--- src/hdl/cslt_pkg.sv ---
package cslt_pkg;

    // ------------------------------------------------------------
    // Register byte offsets
    // ------------------------------------------------------------
    localparam logic [7:0] OFS_CONTROL = 8'h00;
    localparam logic [7:0] OFS_DIVIDER = 8'h04;
    localparam logic [7:0] OFS_THRESHOLD = 8'h08;
    localparam logic [7:0] OFS_ZERO_HIGH = 8'h0C;
    localparam logic [7:0] OFS_ONE_HIGH = 8'h10;
    localparam logic [7:0] OFS_BIT_PERIOD = 8'h14;
    localparam logic [7:0] OFS_RESET_PERIOD = 8'h18;
    localparam logic [7:0] OFS_DATA0 = 8'h1C;
    localparam logic [7:0] OFS_DATA1 = 8'h20;
    localparam logic [7:0] OFS_DATA2 = 8'h24;
    localparam logic [7:0] OFS_EVENT = 8'h28;

    // ------------------------------------------------------------
    // Control register bit positions
    // ------------------------------------------------------------
    localparam int CTL_ENABLE = 0;
    localparam int CTL_DIRECTION = 1;
    localparam int CTL_BYPASS = 2;
    localparam int CTL_TRIGGER = 3;
    localparam int CTL_RESERVED = 4;
    localparam int CTL_RX_ENABLE = 5;
    localparam int CTL_CHECK = 6;

    // ------------------------------------------------------------
    // Event register bit positions
    // ------------------------------------------------------------
    localparam int EVT_FULL = 4;
    localparam int EVT_EMPTY = 5;
    localparam int EVT_RESET = 6;
    localparam int EVT_ERROR = 7;

    // ------------------------------------------------------------
    // Reset values
    // ------------------------------------------------------------
    localparam logic [7:0] RST_CONTROL = 8'h40;
    localparam logic [2:0] RST_DIVIDER = 3'h0;
    localparam logic [4:0] RST_THRESHOLD = 5'h07;
    localparam logic [4:0] RST_ZERO_HIGH = 5'h04;
    localparam logic [4:0] RST_ONE_HIGH = 5'h0A;
    localparam logic [7:0] RST_BIT_PERIOD = 8'h18;
    localparam logic [7:0] RST_RESET_PERIOD = 8'h80;

    // ------------------------------------------------------------
    // Timing and frame constants
    // ------------------------------------------------------------
    localparam int RESET_TICK_DIV = 16;
    localparam int FRAME_BITS = 24;
    localparam int PRESCALE_BITS = 7;

    // Link-facing signals of the block
    typedef struct packed {
        logic line;
        logic oe;
    } cslt_out_type;

endpackage

--- src/hdl/cslt_core.sv ---
`timescale 1ns/1ps
module cslt_core (
    input wire logic pclk,
    input wire logic presetn,
    input wire logic psel,
    input wire logic penable,
    input wire logic pwrite,
    input wire logic [7:0] paddr,
    input wire logic [31:0] pwdata,
    output logic [31:0] prdata,
    output logic pready,
    output logic pslverr,
    input wire logic chain_input_line,
    output logic chain_output_line,
    output logic chain_output_oe
);

    // ------------------------------------------------------------
    // Registers
    // ------------------------------------------------------------
    logic [7:0] ctl_q;
    logic [2:0] div_q;
    logic [4:0] ths_q, zh_q, oh_q;
    logic [7:0] per_q, rper_q;
    logic [7:0] d0_q, d1_q, d2_q;
    logic [3:0] ien_q;
    logic err_q, cres_q, empty_q, full_q;
    logic [31:0] prdata_q;
    logic pready_q, pslverr_q;
    cslt_pkg::cslt_out_type out_q;

    // Link engine state
    typedef enum logic [1:0] {ST_IDLE, ST_HIGH, ST_LOW} cslt_state_type;
    cslt_state_type st_q;
    logic [6:0] pre_q;
    logic [3:0] rdiv_q;
    logic [7:0] bit_period_count_q, reset_period_count_q;
    logic [4:0] hcnt_q, bit_q;
    logic [23:0] sh_q;
    logic in_q;

    // ------------------------------------------------------------
    // Decoding
    // ------------------------------------------------------------
    wire en = ctl_q[cslt_pkg::CTL_ENABLE];
    wire tx_mode = ctl_q[cslt_pkg::CTL_DIRECTION];
    wire rx_en = ctl_q[cslt_pkg::CTL_RX_ENABLE];
    wire bypass = ctl_q[cslt_pkg::CTL_BYPASS];
    wire check = ctl_q[cslt_pkg::CTL_CHECK];
    wire access = psel && penable && !pready_q;
    wire wr = psel && penable && pready_q && pwrite; // Lands with ready
    wire wr_ctl = wr && paddr == cslt_pkg::OFS_CONTROL;
    wire wr_d0 = wr && paddr == cslt_pkg::OFS_DATA0;
    wire wr_d1 = wr && paddr == cslt_pkg::OFS_DATA1;
    wire wr_d2 = wr && paddr == cslt_pkg::OFS_DATA2;
    wire mapped = paddr <= cslt_pkg::OFS_EVENT && paddr[1:0] == 2'b00;
    wire din = en & chain_input_line;
    wire rise = din & ~in_q;
    wire fall = ~din & in_q;

    wire [7:0] pre_mask = 8'((9'h001 << div_q) - 9'h001);
    wire tick = en && ((8'(pre_q) & pre_mask) == pre_mask);
    // Reset timer tick is link tick / 16
    wire rtick = tick && rdiv_q == 4'(cslt_pkg::RESET_TICK_DIV - 1);

    wire trig_set = wr_ctl && pwdata[cslt_pkg::CTL_TRIGGER] && en;
    wire tx_start = trig_set && tx_mode && st_q == ST_IDLE;
    wire tx_bit = sh_q[23];
    // High phase length by bit value
    wire [4:0] hi_len = tx_bit ? oh_q : zh_q;
    wire tx_last = bit_q == 5'(cslt_pkg::FRAME_BITS - 1);
    // Period counter runs in transmit while a frame is active
    wire tx_bit_end = tick && st_q != ST_IDLE && bit_period_count_q <= 8'h01;
    wire tx_done = tx_mode && tx_bit_end && tx_last;
    // Receive path: counts only when receive is enabled
    wire rx_act = en && !tx_mode && rx_en;
    wire rx_last = bit_q == 5'(cslt_pkg::FRAME_BITS - 1);
    wire rx_one = hcnt_q >= ths_q;
    // Expiry counted only with check on
    wire expired = check && st_q != ST_IDLE && bit_period_count_q == 8'h00;
    wire rx_err = rx_act && expired && !err_q;
    // Last bit finished by its falling edge
    wire rx_full = rx_act && st_q == ST_HIGH && fall && rx_last;
    wire line_reset = en && !tx_mode && rtick && reset_period_count_q == 8'h01;

    // ------------------------------------------------------------
    // Control register update
    // ------------------------------------------------------------
    logic [7:0] ctl_d;
    always_comb begin
        ctl_d = ctl_q;
        if (wr_ctl) begin
            ctl_d[cslt_pkg::CTL_ENABLE] = pwdata[cslt_pkg::CTL_ENABLE];
            ctl_d[cslt_pkg::CTL_CHECK] = pwdata[cslt_pkg::CTL_CHECK];
            ctl_d[cslt_pkg::CTL_RX_ENABLE] = pwdata[cslt_pkg::CTL_RX_ENABLE];
            ctl_d[cslt_pkg::CTL_RESERVED] = pwdata[cslt_pkg::CTL_RESERVED];
            ctl_d[cslt_pkg::CTL_BYPASS] = pwdata[cslt_pkg::CTL_BYPASS];
            if (!en) begin
                ctl_d[cslt_pkg::CTL_DIRECTION] =
                    pwdata[cslt_pkg::CTL_DIRECTION];
            end
            if (trig_set) ctl_d[cslt_pkg::CTL_TRIGGER] = 1'b1;
        end
        if (tx_done) ctl_d[cslt_pkg::CTL_TRIGGER] = 1'b0;
        if (rx_full) begin
            ctl_d[cslt_pkg::CTL_RX_ENABLE] = 1'b0;
            ctl_d[cslt_pkg::CTL_BYPASS] = 1'b1;
        end
        if (line_reset) begin
            ctl_d[cslt_pkg::CTL_RX_ENABLE] = 1'b1;
            ctl_d[cslt_pkg::CTL_BYPASS] = 1'b0;
        end
        if (!ctl_d[cslt_pkg::CTL_ENABLE]) ctl_d[cslt_pkg::CTL_TRIGGER] = 1'b0;
        ctl_d[7] = 1'b0;
    end

    always_ff @(posedge pclk or negedge presetn) begin
        if (!presetn) begin
            ctl_q <= cslt_pkg::RST_CONTROL;
        end else begin
            ctl_q <= ctl_d;
        end
    end

    // ------------------------------------------------------------
    // Timing and data registers
    // ------------------------------------------------------------
    always_ff @(posedge pclk or negedge presetn) begin
        if (!presetn) begin
            div_q <= cslt_pkg::RST_DIVIDER;
            ths_q <= cslt_pkg::RST_THRESHOLD;
            zh_q <= cslt_pkg::RST_ZERO_HIGH;
            oh_q <= cslt_pkg::RST_ONE_HIGH;
            per_q <= cslt_pkg::RST_BIT_PERIOD;
            rper_q <= cslt_pkg::RST_RESET_PERIOD;
            ien_q <= 4'h0;
        end else if (wr) begin
            unique case (paddr)
                cslt_pkg::OFS_DIVIDER: div_q <= pwdata[2:0];
                cslt_pkg::OFS_THRESHOLD: ths_q <= pwdata[4:0];
                cslt_pkg::OFS_ZERO_HIGH: zh_q <= pwdata[4:0];
                cslt_pkg::OFS_ONE_HIGH: oh_q <= pwdata[4:0];
                cslt_pkg::OFS_BIT_PERIOD: per_q <= pwdata[7:0];
                cslt_pkg::OFS_RESET_PERIOD: rper_q <= pwdata[7:0];
                cslt_pkg::OFS_EVENT: ien_q <= pwdata[3:0];
                default: ;
            endcase
        end
    end

    // Data bytes: software writes, receive loads on full
    // Left as is on disable; software must not trust them
    always_ff @(posedge pclk or negedge presetn) begin
        if (!presetn) begin
            d0_q <= 8'h00;
            d1_q <= 8'h00;
            d2_q <= 8'h00;
        end else if (rx_full) begin
            {d0_q, d1_q, d2_q} <= {sh_q[22:0], rx_one};
        end else begin
            if (wr_d0) d0_q <= pwdata[7:0];
            if (wr_d1) d1_q <= pwdata[7:0];
            if (wr_d2) d2_q <= pwdata[7:0];
        end
    end

    // ------------------------------------------------------------
    // Status flags; disable and line reset clears win over events
    // ------------------------------------------------------------
    always_ff @(posedge pclk or negedge presetn) begin
        if (!presetn) begin
            err_q <= 1'b0;
            cres_q <= 1'b0;
            empty_q <= 1'b0;
            full_q <= 1'b0;
        end else if (!ctl_d[cslt_pkg::CTL_ENABLE]) begin
            err_q <= 1'b0;
            cres_q <= 1'b0;
            empty_q <= 1'b0;
            full_q <= 1'b0;
        end else if (line_reset) begin
            err_q <= 1'b0;
            full_q <= 1'b0;
            cres_q <= 1'b1;
        end else begin
            if (rx_err) err_q <= 1'b1;
            if (rx_full) full_q <= 1'b1;
            // Trigger clears empty; done sets it
            if (tx_done) empty_q <= 1'b1;
            else if (trig_set) empty_q <= 1'b0;
        end
    end

    // ------------------------------------------------------------
    // Prescaler and reset timer
    // ------------------------------------------------------------
    always_ff @(posedge pclk or negedge presetn) begin
        if (!presetn) begin
            pre_q <= 7'h00;
            rdiv_q <= 4'h0;
            reset_period_count_q <= cslt_pkg::RST_RESET_PERIOD;
            in_q <= 1'b0;
        end else begin
            in_q <= din;
            pre_q <= (en && !tx_start) ? pre_q + 7'h01 : 7'h00;
            if (tick) rdiv_q <= rdiv_q + 4'h1;
            // Any line edge restarts the idle timer
            if (!en || tx_mode || rise || fall) begin
                reset_period_count_q <= rper_q;
            end else if (rtick && reset_period_count_q != 8'h00) begin
                reset_period_count_q <= reset_period_count_q - 8'h01;
            end
        end
    end

    // ------------------------------------------------------------
    // Bit engine: shared by transmit and receive
    // ------------------------------------------------------------
    always_ff @(posedge pclk or negedge presetn) begin
        if (!presetn) begin
            st_q <= ST_IDLE;
            bit_period_count_q <= 8'h00;
            hcnt_q <= 5'h00;
            bit_q <= 5'h00;
            sh_q <= 24'h00_0000;
        end else if (!en || line_reset) begin
            st_q <= ST_IDLE;
            bit_q <= 5'h00;
        end else if (tx_mode) begin
            if (tx_start) begin
                sh_q <= {d0_q, d1_q, d2_q};
                st_q <= ST_HIGH;
                bit_period_count_q <= per_q;
                hcnt_q <= 5'h00;
                bit_q <= 5'h00;
            end else if (tick && st_q != ST_IDLE) begin
                hcnt_q <= hcnt_q + 5'h01;
                bit_period_count_q <= bit_period_count_q - 8'h01;
                if (st_q == ST_HIGH && hcnt_q + 5'h01 >= hi_len)
                    st_q <= ST_LOW;
                if (tx_bit_end) begin
                    st_q <= tx_last ? ST_IDLE : ST_HIGH;
                    bit_period_count_q <= per_q;
                    hcnt_q <= 5'h00;
                    bit_q <= bit_q + 5'h01;
                    sh_q <= {sh_q[22:0], 1'b0};
                end
            end
        end else if (!rx_act || rx_err) begin
            st_q <= ST_IDLE;
            bit_q <= 5'h00;
        end else if (rise) begin
            // Each rising edge restarts bit period
            st_q <= ST_HIGH;
            bit_period_count_q <= per_q;
            hcnt_q <= {4'h0, tick}; // Rise cycle counts as high
        end else if (fall && st_q == ST_HIGH) begin
            // Bit judged at its falling edge
            st_q <= rx_last ? ST_IDLE : ST_LOW;
            sh_q <= {sh_q[22:0], rx_one};
            bit_q <= rx_last ? 5'h00 : bit_q + 5'h01;
        end else if (tick) begin
            if (st_q == ST_HIGH && hcnt_q != 5'h1F) hcnt_q <= hcnt_q + 5'h01;
            if (bit_period_count_q != 8'h00) bit_period_count_q <= bit_period_count_q - 8'h01;
        end
    end

    // ------------------------------------------------------------
    // Output line
    // ------------------------------------------------------------
    always_ff @(posedge pclk or negedge presetn) begin
        if (!presetn) begin
            out_q <= '0;
        end else begin
            out_q.oe <= ctl_d[cslt_pkg::CTL_ENABLE];
            if (tx_mode) begin
                out_q.line <= ctl_d[cslt_pkg::CTL_ENABLE] && st_q == ST_HIGH;
            end else begin
                out_q.line <= bypass & din;
            end
        end
    end

    // ------------------------------------------------------------
    // APB slave, one wait state
    // ------------------------------------------------------------
    logic [31:0] rd_d;
    always_comb begin
        rd_d = 32'h0000_0000;
        unique case (paddr)
            cslt_pkg::OFS_CONTROL: rd_d[7:0] = ctl_q;
            cslt_pkg::OFS_DIVIDER: rd_d[2:0] = div_q;
            cslt_pkg::OFS_THRESHOLD: rd_d[4:0] = ths_q;
            cslt_pkg::OFS_ZERO_HIGH: rd_d[4:0] = zh_q;
            cslt_pkg::OFS_ONE_HIGH: rd_d[4:0] = oh_q;
            cslt_pkg::OFS_BIT_PERIOD: rd_d[7:0] = per_q;
            cslt_pkg::OFS_RESET_PERIOD: rd_d[7:0] = rper_q;
            cslt_pkg::OFS_DATA0: rd_d[7:0] = d0_q;
            cslt_pkg::OFS_DATA1: rd_d[7:0] = d1_q;
            cslt_pkg::OFS_DATA2: rd_d[7:0] = d2_q;
            cslt_pkg::OFS_EVENT: rd_d[7:0] =
                {err_q, cres_q, empty_q, full_q, ien_q};
            default: rd_d = 32'h0000_0000;
        endcase
    end

    always_ff @(posedge pclk or negedge presetn) begin
        if (!presetn) begin
            pready_q <= 1'b0;
            pslverr_q <= 1'b0;
            prdata_q <= 32'h0000_0000;
        end else begin
            pready_q <= access;
            pslverr_q <= access && !mapped;
            prdata_q <= (access && !pwrite) ? rd_d : 32'h0000_0000;
        end
    end

    assign prdata = prdata_q;
    assign pready = pready_q;
    assign pslverr = pslverr_q;
    assign chain_output_line = out_q.line;
    assign chain_output_oe = out_q.oe;

endmodule

--- config.mk ---
export PLATFORM = sky130hd
export DESIGN_NAME = cslt_core
export DESIGN_NICKNAME = d
export VERILOG_FILES = /design/src/hdl/cslt_pkg.sv /design/src/hdl/cslt_core.sv
export SDC_FILE = /design/constraint.sdc
export NUM_CORES = 1
export LEC_CHECK = 0
export BUFFER_PORTS_ARGS = -buffer_cell sky130_fd_sc_hd__buf_2
export CAP_MARGIN = 40
export CORE_MARGIN = 3
export CORE_UTILIZATION = 60
export DETAILED_ROUTE_END_ITERATION = 10
export GPL_TIMING_DRIVEN = 0
export PLACE_DENSITY_LB_ADDON = 0.08
export SYNTH_ARGS = -nofsm -noshare
export SYNTH_HDL_FRONTEND = slang
export SYNTH_SLANG_ARGS = --single-unit
--- constraint.sdc ---
create_clock -name pclk -period 4.34 [get_ports pclk]
set_clock_uncertainty 0.1 [all_clocks]
set_input_delay 0.217 -clock pclk [delete_from_list [all_inputs] [get_ports pclk]]
set_output_delay 0.217 -clock pclk [all_outputs]
set_load 0.05 [all_outputs]
==> metrics.md, run 1 <==
| Metric | Value |
|---|---|
| Status | `completed` |
| Type of the tightest min-delay check | `input pin to register` |
| Layout cells sized above 1 | `20.8%` |
| Root Buffer | `clkbuf_16` |
| Max stage delay on crit path | `0.51 ns` |
| Initial antenna violation count | `1` |
| Final Net Count | `1050` |
| CP Class | `register to register` |
| Max Cap Viol | `0` |
| Setup Buffers After CTS | `0` |
| Async SR Flop Fraction | `100%` |
| Critical path fanouts, max | `10` |
| Final Cycle Share | `92.1%` |
| Endpoints failing hold | `0` |
| Post-synth EDFFs | `0` |
| FP Rows | `43` |
| First-pass GRT wire length | `39700 um` |
| Cells along the critical path | `clkbuf_1 -> or3_1 -> ha_1 -> nor3b_1 -> nor3_1 -> a31oi_1 -> a211oi_2 -> and4_4 -> buf_6 -> buf_12 -> mux2_4` |
| Mapped cell area | `8710 um2` |
| Cell Pwr Density | `303 nW/um2` |
| Vias per inst | `6.27` |
| CP Data Required Time | `4.56 ns` |
| Vias in the first global route | `7055` |
| Final std cells w/o fill | `1177` |
| Minimum clock period | `4.00 ns` |
| Port Buffer Count | `29` |
| Chip width | `126 um` |
| Cells after DPL | `1143` |
| Setup tns final | `0 ns` |
| Worst Setup Slack, final | `0.342 ns` |
| Most common cell after layout, fill and taps aside | `nand2_1` |
| Clock sinks | `148` |
| Actual slew at the worst max-slew pin | `0.847 ns` |
| Finished Cell Area | `9810 um2` |
| Routed Antenna Nets | `0` |
| Synthesized instance count | `905` |
| # setup viols final | `0` |
| Drt first pass iters | `6` |
| Final-report max-slew violation count | `0` |
| Most frequent cells in the layout | `153 x nand2_1, 137 x dfrtp_1, 58 x nor2_1, 47 x o21ai_0, 44 x mux2i_1` |
| Clock latency at the later pin of the worst-skew pair | `0.44 ns` |
| Seq cells post-synth | `148` |
| Worst vdd ir | `0.000357 V` |
| Antenna diodes | `0` |
| Top Ports | `82` |
| Peak Freq | `250 MHz` |
| Leak | `4.57 nW` |
| Pin count of the biggest net entering global routing | `78` |
| Unique masters post-synth | `79` |
| Crit path arrival time | `4.22 ns` |
| Detailed Route WL | `24900 um` |
| GP Congestion | `0.950` |
| DRC viols | `0` |
| Relative slew slack | `43.2%` |
| Placed wire-length estimate | `18100 um` |
| CTS tree | `yes` |
| Die area | `16000 um2` |
| Dpl cell area | `9240 um2` |
| Total gr overflow | `0` |
| Syn avg cell area | `9.62 um2` |
| Nature of the critical path endpoint | `register` |
| Num CTS Buffers | `17` |
| Initial DRC count | `838` |
| Total Routing Usage GR | `31.9%` |
| RSZ-0062 raised after global routing | `no` |
| CTS clk-pin slew, worst paths | `0.06 ns` |
| Slowest cell on the critical path | `nor3_1` |
| Worst slack at placement | `0.435 ns` |
| Via count | `7374` |
| Syn. warnings | `0` |
| Core ar. | `14000 um2` |
| Buf/Inv on CP | `3` |
| Reg2reg setup slack | `0.34 ns` |
| Routed len/inst | `21.2 um` |
| Max Buffers Root-to-Sink | `2` |
| H-tree depth | `4` |
| Synth Flop Type | `dfrtp_1` |
| Initial Util | `62.0%` |
| Die Y | `126 um` |
| Syn-to-layout area delta | `12.7%` |
| Sequential-to-total area share from yosys stat | `42.7%` |
| CP top delay family | `simple AND/OR/NAND/NOR gates` |
| CP Launch Type | `register` |
[state kept, by name, indices dropped and copies added, names as in the netlist, 6 cells and up]
| register | flops |
|---|---|
| d0_q | 8 |
| per_q | 8 |
| ctl_q | 6 |
| rper_q | 8 |
| prdata | 8 |
| d2_q | 8 |
| sh_q | 24 |
| reset_period_count_q | 8 |
| bit_period_count_q | 8 |
| pre_q | 7 |
| d1_q | 8 |
[worst paths after layout]
kind,depth (start not counted),to,start
min reg2reg,2,ctl_q[4],ctl_q[4]
max,11,sh_q[15],div_q[2]
min,3,d2_q[1],pwdata[1]
max reg2reg,11,sh_q[15],div_q[2]
min in group asynchronous,2,reset_period_count_q[1],presetn
max in group asynchronous,3,ctl_q[6],presetn
[per-stage QoR]
stage	total power [W]	hold slack, ns	utilization (%)
floorplan	0.00152	-0.179	-
finish	0.00297	0.00384	69.9
CTS	0.00297	0.00348	69.9
global route	0.00304	0.0243	69.9
global placement	0.00159	0.369	65.2
detailed placement	0.00160	0.209	65.8
[final cells by class]
| cell class | count | area (um2) |
|---|---|---|
| Sequential cell | 148 | 3720 |
| Clock buffer | 17 | 425 |
| Inverter | 29 | 109 |
| Clock inverter | 15 | 126 |
| Fill cell | 1123 | 4230 |
| Tap cell | 180 | 225 |
| Buffer | 71 | 432 |
| Timing Repair Buffer | 37 | 241 |
| Multi-Input combinational cell | 680 | 4530 |
[metal layers]
layer	track usage (%)	share of wire [%]	vias up	wire length [um]
li1	-	-	3370	-
met1	46.8	44	3612	11100
met2	47.7	45	333	11200
met3	6.57	7.7	57	1920
met4	10.5	2.8	2	702
met5	0	0.052	-	13
[cell usage after synthesis, types with 8 or more instances]
cell,number,area [um2]
dfstp_2,11,289
mux2_4,20,300
mux2_2,43,484
o22ai_1,9,56.3
a21oi_1,25,125
xnor2_1,8,70.1
nor3_1,19,95.1
clkbuf_1,30,113
nor2_1,58,218
nand2_1,153,574
nand4_1,9,56.3
inv_1,29,109
a31oi_1,20,125
mux2i_1,44,440
buf_4,25,188
ha_1,20,250
nand3_1,21,105
o21ai_0,47,235
and3_1,10,62.6
o2111ai_1,9,78.8
dfrtp_1,137,3430
a22oi_1,16,120
[worst reg2reg max path, cell delays in order, from the launching register on]
cell,delay (ns)
dfrtp_1,0.41
clkbuf_1,0.28
or3_1,0.44
ha_1,0.28
nor3b_1,0.17
nor3_1,0.51
a31oi_1,0.29
a211oi_2,0.49
and4_4,0.31
buf_6,0.14
buf_12,0.15
mux2_4,0.31
[kinds of logic (layout without fill, tap and decap cells)]
| logic type | after synthesis | in the layout | share of synthesized area, % |
|---|---|---|---|
| other | 1 | 24 | 0.0431 |
| XOR/XNOR | 15 | 15 | 1.51 |
| AO/OA/AOI/OAI | 180 | 180 | 14.0 |
| buffers and inverters | 100 | 169 | 6.21 |
| AND/OR/NAND/NOR | 333 | 333 | 18.3 |
| multiplexers | 108 | 108 | 14.3 |
| flip-flops | 148 | 148 | 42.7 |
| adder cells (fa/ha/maj) | 20 | 20 | 2.87 |
[where the power goes]
group	total [W]	internal [W]	switching, W
sequential	0.00139	0.00138	0.00000493
combinational	0.000186	0.0000467	0.000139
clock	0.00139	0.000745	0.000649
total	0.00297	0.00218	0.000793
[what timing repair did]
action | CTS | global route
resized for setup | 0 | 0
hold endpoints to repair | 70 | 0
hold buffers | 2 | 0
(Power assumes the default switching activity.)
==> run 2: changes to the inputs <==
--- a/config.mk
+++ b/config.mk
@@ -7,11 +7,13 @@
 export LEC_CHECK = 0
 export BUFFER_PORTS_ARGS = -buffer_cell sky130_fd_sc_hd__buf_2
 export CAP_MARGIN = 40
+export CORE_ASPECT_RATIO = 0.8
 export CORE_MARGIN = 3
 export CORE_UTILIZATION = 60
 export DETAILED_ROUTE_END_ITERATION = 10
 export GPL_TIMING_DRIVEN = 0
 export PLACE_DENSITY_LB_ADDON = 0.08
+export REMOVE_ABC_BUFFERS = 1
 export SYNTH_ARGS = -nofsm -noshare
 export SYNTH_HDL_FRONTEND = slang
 export SYNTH_SLANG_ARGS = --single-unit
==> run 2 against run 1 <==
Compared with the run above:
- worst setup slack better by 0.0016 ns
- non-clock buffer count shrank 61
- sequential power about the same
- register-to-register slack is essentially flat
- die area barely moved
- critical endpoint is now sh_q[4]
- design area is 2.9% lower
- combinational power decreased by 13%
- first-iteration DRC count shrank 2.7%
- core utilization decreased by 1.3 points
- global-route usage grew 0.31 points
- final cell count down 5.1%
==> metrics.md, run 2 (synthesized netlist as in run 1, its figures left out) <==
| Metric | Value |
|---|---|
| Port Buffer Count | `33 (+14%)` |
| Top Ports | `82 (unchanged)` |
| Minimum clock period | `4.00 ns (-0.00157 ns)` |
| Final Cycle Share | `92.1% (about the same)` |
| CP Data Required Time | `4.56 ns (about the same)` |
| Num CTS Buffers | `17 (unchanged)` |
| Total Routing Usage GR | `32.2% (+0.31 points)` |
| Root Buffer | `clkbuf_16` |
| FP Rows | `38 (-12%)` |
| Worst vdd ir | `0.000340 V (-4.7%)` |
| CP Class | `register to register` |
| Reg2reg setup slack | `0.34 ns (about the same)` |
| Status | `completed` |
| CP Launch Type | `register` |
| Initial Util | `62.7% (+0.71 points)` |
| Clock latency at the later pin of the worst-skew pair | `0.43 ns (about the same)` |
| Routed len/inst | `22.7 um (+7.0%)` |
| Syn-to-layout area delta | `9.37%` |
| DRC viols | `0 (unchanged)` |
| Biggest register | `sh_q` |
| Actual slew at the worst max-slew pin | `1.05 ns (+0.199 ns)` |
| Via count | `7231 (-1.9%)` |
| Net Switching | `0.000753 W (-5.1%)` |
| Fillers | `1097 (-2.3%)` |
| H-tree depth | `4 (unchanged)` |
| Flop pwr share | `45.5% (-1.3 points)` |
| Endpoints failing hold | `0 (unchanged)` |
| Slowest cell on the critical path | `dfrtp_1` |
| Relative slew slack | `29.7% (-13 points)` |
| CTS tree | `yes` |
| Initial DRC count | `815 (-2.7%)` |
| Leak | `4.39 nW (-4.0%)` |
| Comb power frac | `5.3% (-0.9 points)` |
| Die Y | `114 um (-10%)` |
| Cell Pwr Density | `321 nW/um2 (+6.1%)` |
| CTS clk-pin slew, worst paths | `0.06 ns (about the same)` |
| Max Cap Viol | `0 (unchanged)` |
| Clock power share | `49.2% (+2.3 points)` |
| RSZ-0062 raised after global routing | `no` |
| Layout cells sized above 1 | `19.3% (-1.4 points)` |
| CP Depth | `9 (-2)` |
| Max Buffers Root-to-Sink | `2 (unchanged)` |
| Final-report max-slew violation count | `0 (unchanged)` |
| Final Net Count | `990 (-5.7%)` |
| Antenna diodes | `0 (unchanged)` |
| Critical path fanouts, max | `12 (+2)` |
| FF-to-FF Start | `div_q[2]` |
| Total Power | `0.00306 W (+3.0%)` |
| CP top delay family | `compound AO/OA/AOI/OAI gates` |
| Internal | `0.00231 W (+6.0%)` |
| Initial antenna violation count | `0 (-1)` |
| Crit Reg-Reg Endpoint | `sh_q[4]` |
| R2R cell count | `9 (-2)` |
| Type of the tightest min-delay check | `input pin to register` |
| Die area | `16000 um2 (about the same)` |
| Most frequent cells in the layout | `153 x nand2_1, 137 x dfrtp_1, 58 x nor2_1, 47 x o21ai_0, 44 x mux2i_1` |
| Sw Share | `24.6% (-2.1 points)` |
| Routed Antenna Nets | `0 (unchanged)` |
| Pin count of the biggest net entering global routing | `76 (-2.6%)` |
| Cells along the critical path | `nor2_1 -> nand2_1 -> ha_1 -> and3b_1 -> a31oi_1 -> a31oi_1 -> a211oi_4 -> and4_4 -> mux2_2` |
| Chip width | `141 um (+11%)` |
| Placed wire-length estimate | `17700 um (-2.2%)` |
| Detailed Route WL | `25300 um (+1.6%)` |
| Beginning of the critical path | `div_q[2]` |
| First-pass GRT wire length | `39800 um (+0.22%)` |
| Max stage delay on crit path | `0.66 ns (+0.15 ns)` |
| WHS | `0.0184 ns (+0.0146 ns)` |
| Total gr overflow | `0 (unchanged)` |
| GP Congestion | `0.986 (+3.8%)` |
| # setup viols final | `0 (unchanged)` |
| Max FFs per register | `24 (unchanged)` |
| Core ar. | `13900 um2 (-1.1%)` |
| CP most frequent cell | `a31oi_1` |
| Clock sinks | `148 (unchanged)` |
| Crit path arrival time | `4.21 ns (about the same)` |
| Buf/Inv on CP | `0 (-3)` |
| Hold path cells | `3 (unchanged)` |
| Worst Setup EP | `sh_q[4]` |
| Most common cell after layout, fill and taps aside | `nand2_1` |
| Drt first pass iters | `8 (+2)` |
| Peak Freq | `250 MHz (about the same)` |
| Vias in the first global route | `7039 (-0.23%)` |
| Nature of the critical path endpoint | `register` |
| Vias per inst | `6.47 (+3.3%)` |
-- run 2: power by group through the flow --
stage | Combinational, W | Sequential (W) | Clock (W)
floorplan | 0.0000750 | 0.00142 | 0
global placement | 0.000151 | 0.00142 | 0
detailed placement | 0.000158 | 0.00142 | 0
CTS | 0.000160 | 0.00139 | 0.00151
global route | 0.000173 | 0.00139 | 0.00157
finish | 0.000162 | 0.00139 | 0.00151
-- run 2: worst min path at each step --
stage,endpoint,startpoint,slack [ns]
finish,in_q,chain_input_line,0.02
global route,ctl_q[4],pwdata[4],0.06
CTS,in_q,chain_input_line,0.02
detailed placement,bit_q[3],presetn,0.20
global placement,ctl_q[4],ctl_q[4],0.37
floorplan,bit_period_count_q[0],presetn,-0.18
-- run 2: worst reg2reg max path: stages (launching register included) --
cell and delay (ns):
dfrtp_1 0.66, nor2_1 0.17, nand2_1 0.11, ha_1 0.28, and3b_1 0.22, a31oi_1 0.48
a31oi_1 0.37, a211oi_4 0.57, and4_4 0.54, mux2_2 0.38
-- run 2: layout make-up --
| class | instances | area (um2) | area share (%) |
|---|---|---|---|
| multi-input cells | 681 | 4560 | 47.9 |
| repair buffers | 47 | 310 | 3.26 |
| clock inverters | 11 | 125 | 1.31 |
| clock buffers | 21 | 470 | 4.94 |
| flip-flops and latches | 148 | 3720 | 39.0 |
| inverters | 29 | 109 | 1.14 |
| well taps | 180 | 225 | 2.37 |
-- run 2: timing repair --
item                                    CTS  global route
endpoints found under the hold margin    74             0
endpoints found under the setup margin    0            23
resized for setup                         0             3
hold buffers                              2             0
buffers inserted                          0             0
-- run 2: stage by stage --
stage                     utilization [%]  std cells  TNS [ns]  instance area (um2)  setup WS [ns]
after CTS                            68.4       1116         0                 9500          0.113
after floorplan                         -        857         0                 8360          0.375
after global routing                 68.6       1117         0                 9520         0.0814
final                                68.6       1117         0                 9520          0.344
after detailed placement             64.0       1082         0                 8880          0.181
after global placement               63.0       1070    -21.79                 8750          -1.13
-- run 2: metal layers --
layer  up-vias  wire, um  track usage, %
li1       3241         -               -
met1      3511     11600            48.6
met2       408     10600            45.3
met3        71      2350            7.67
met4         0       794            11.9
met5         -         0               0
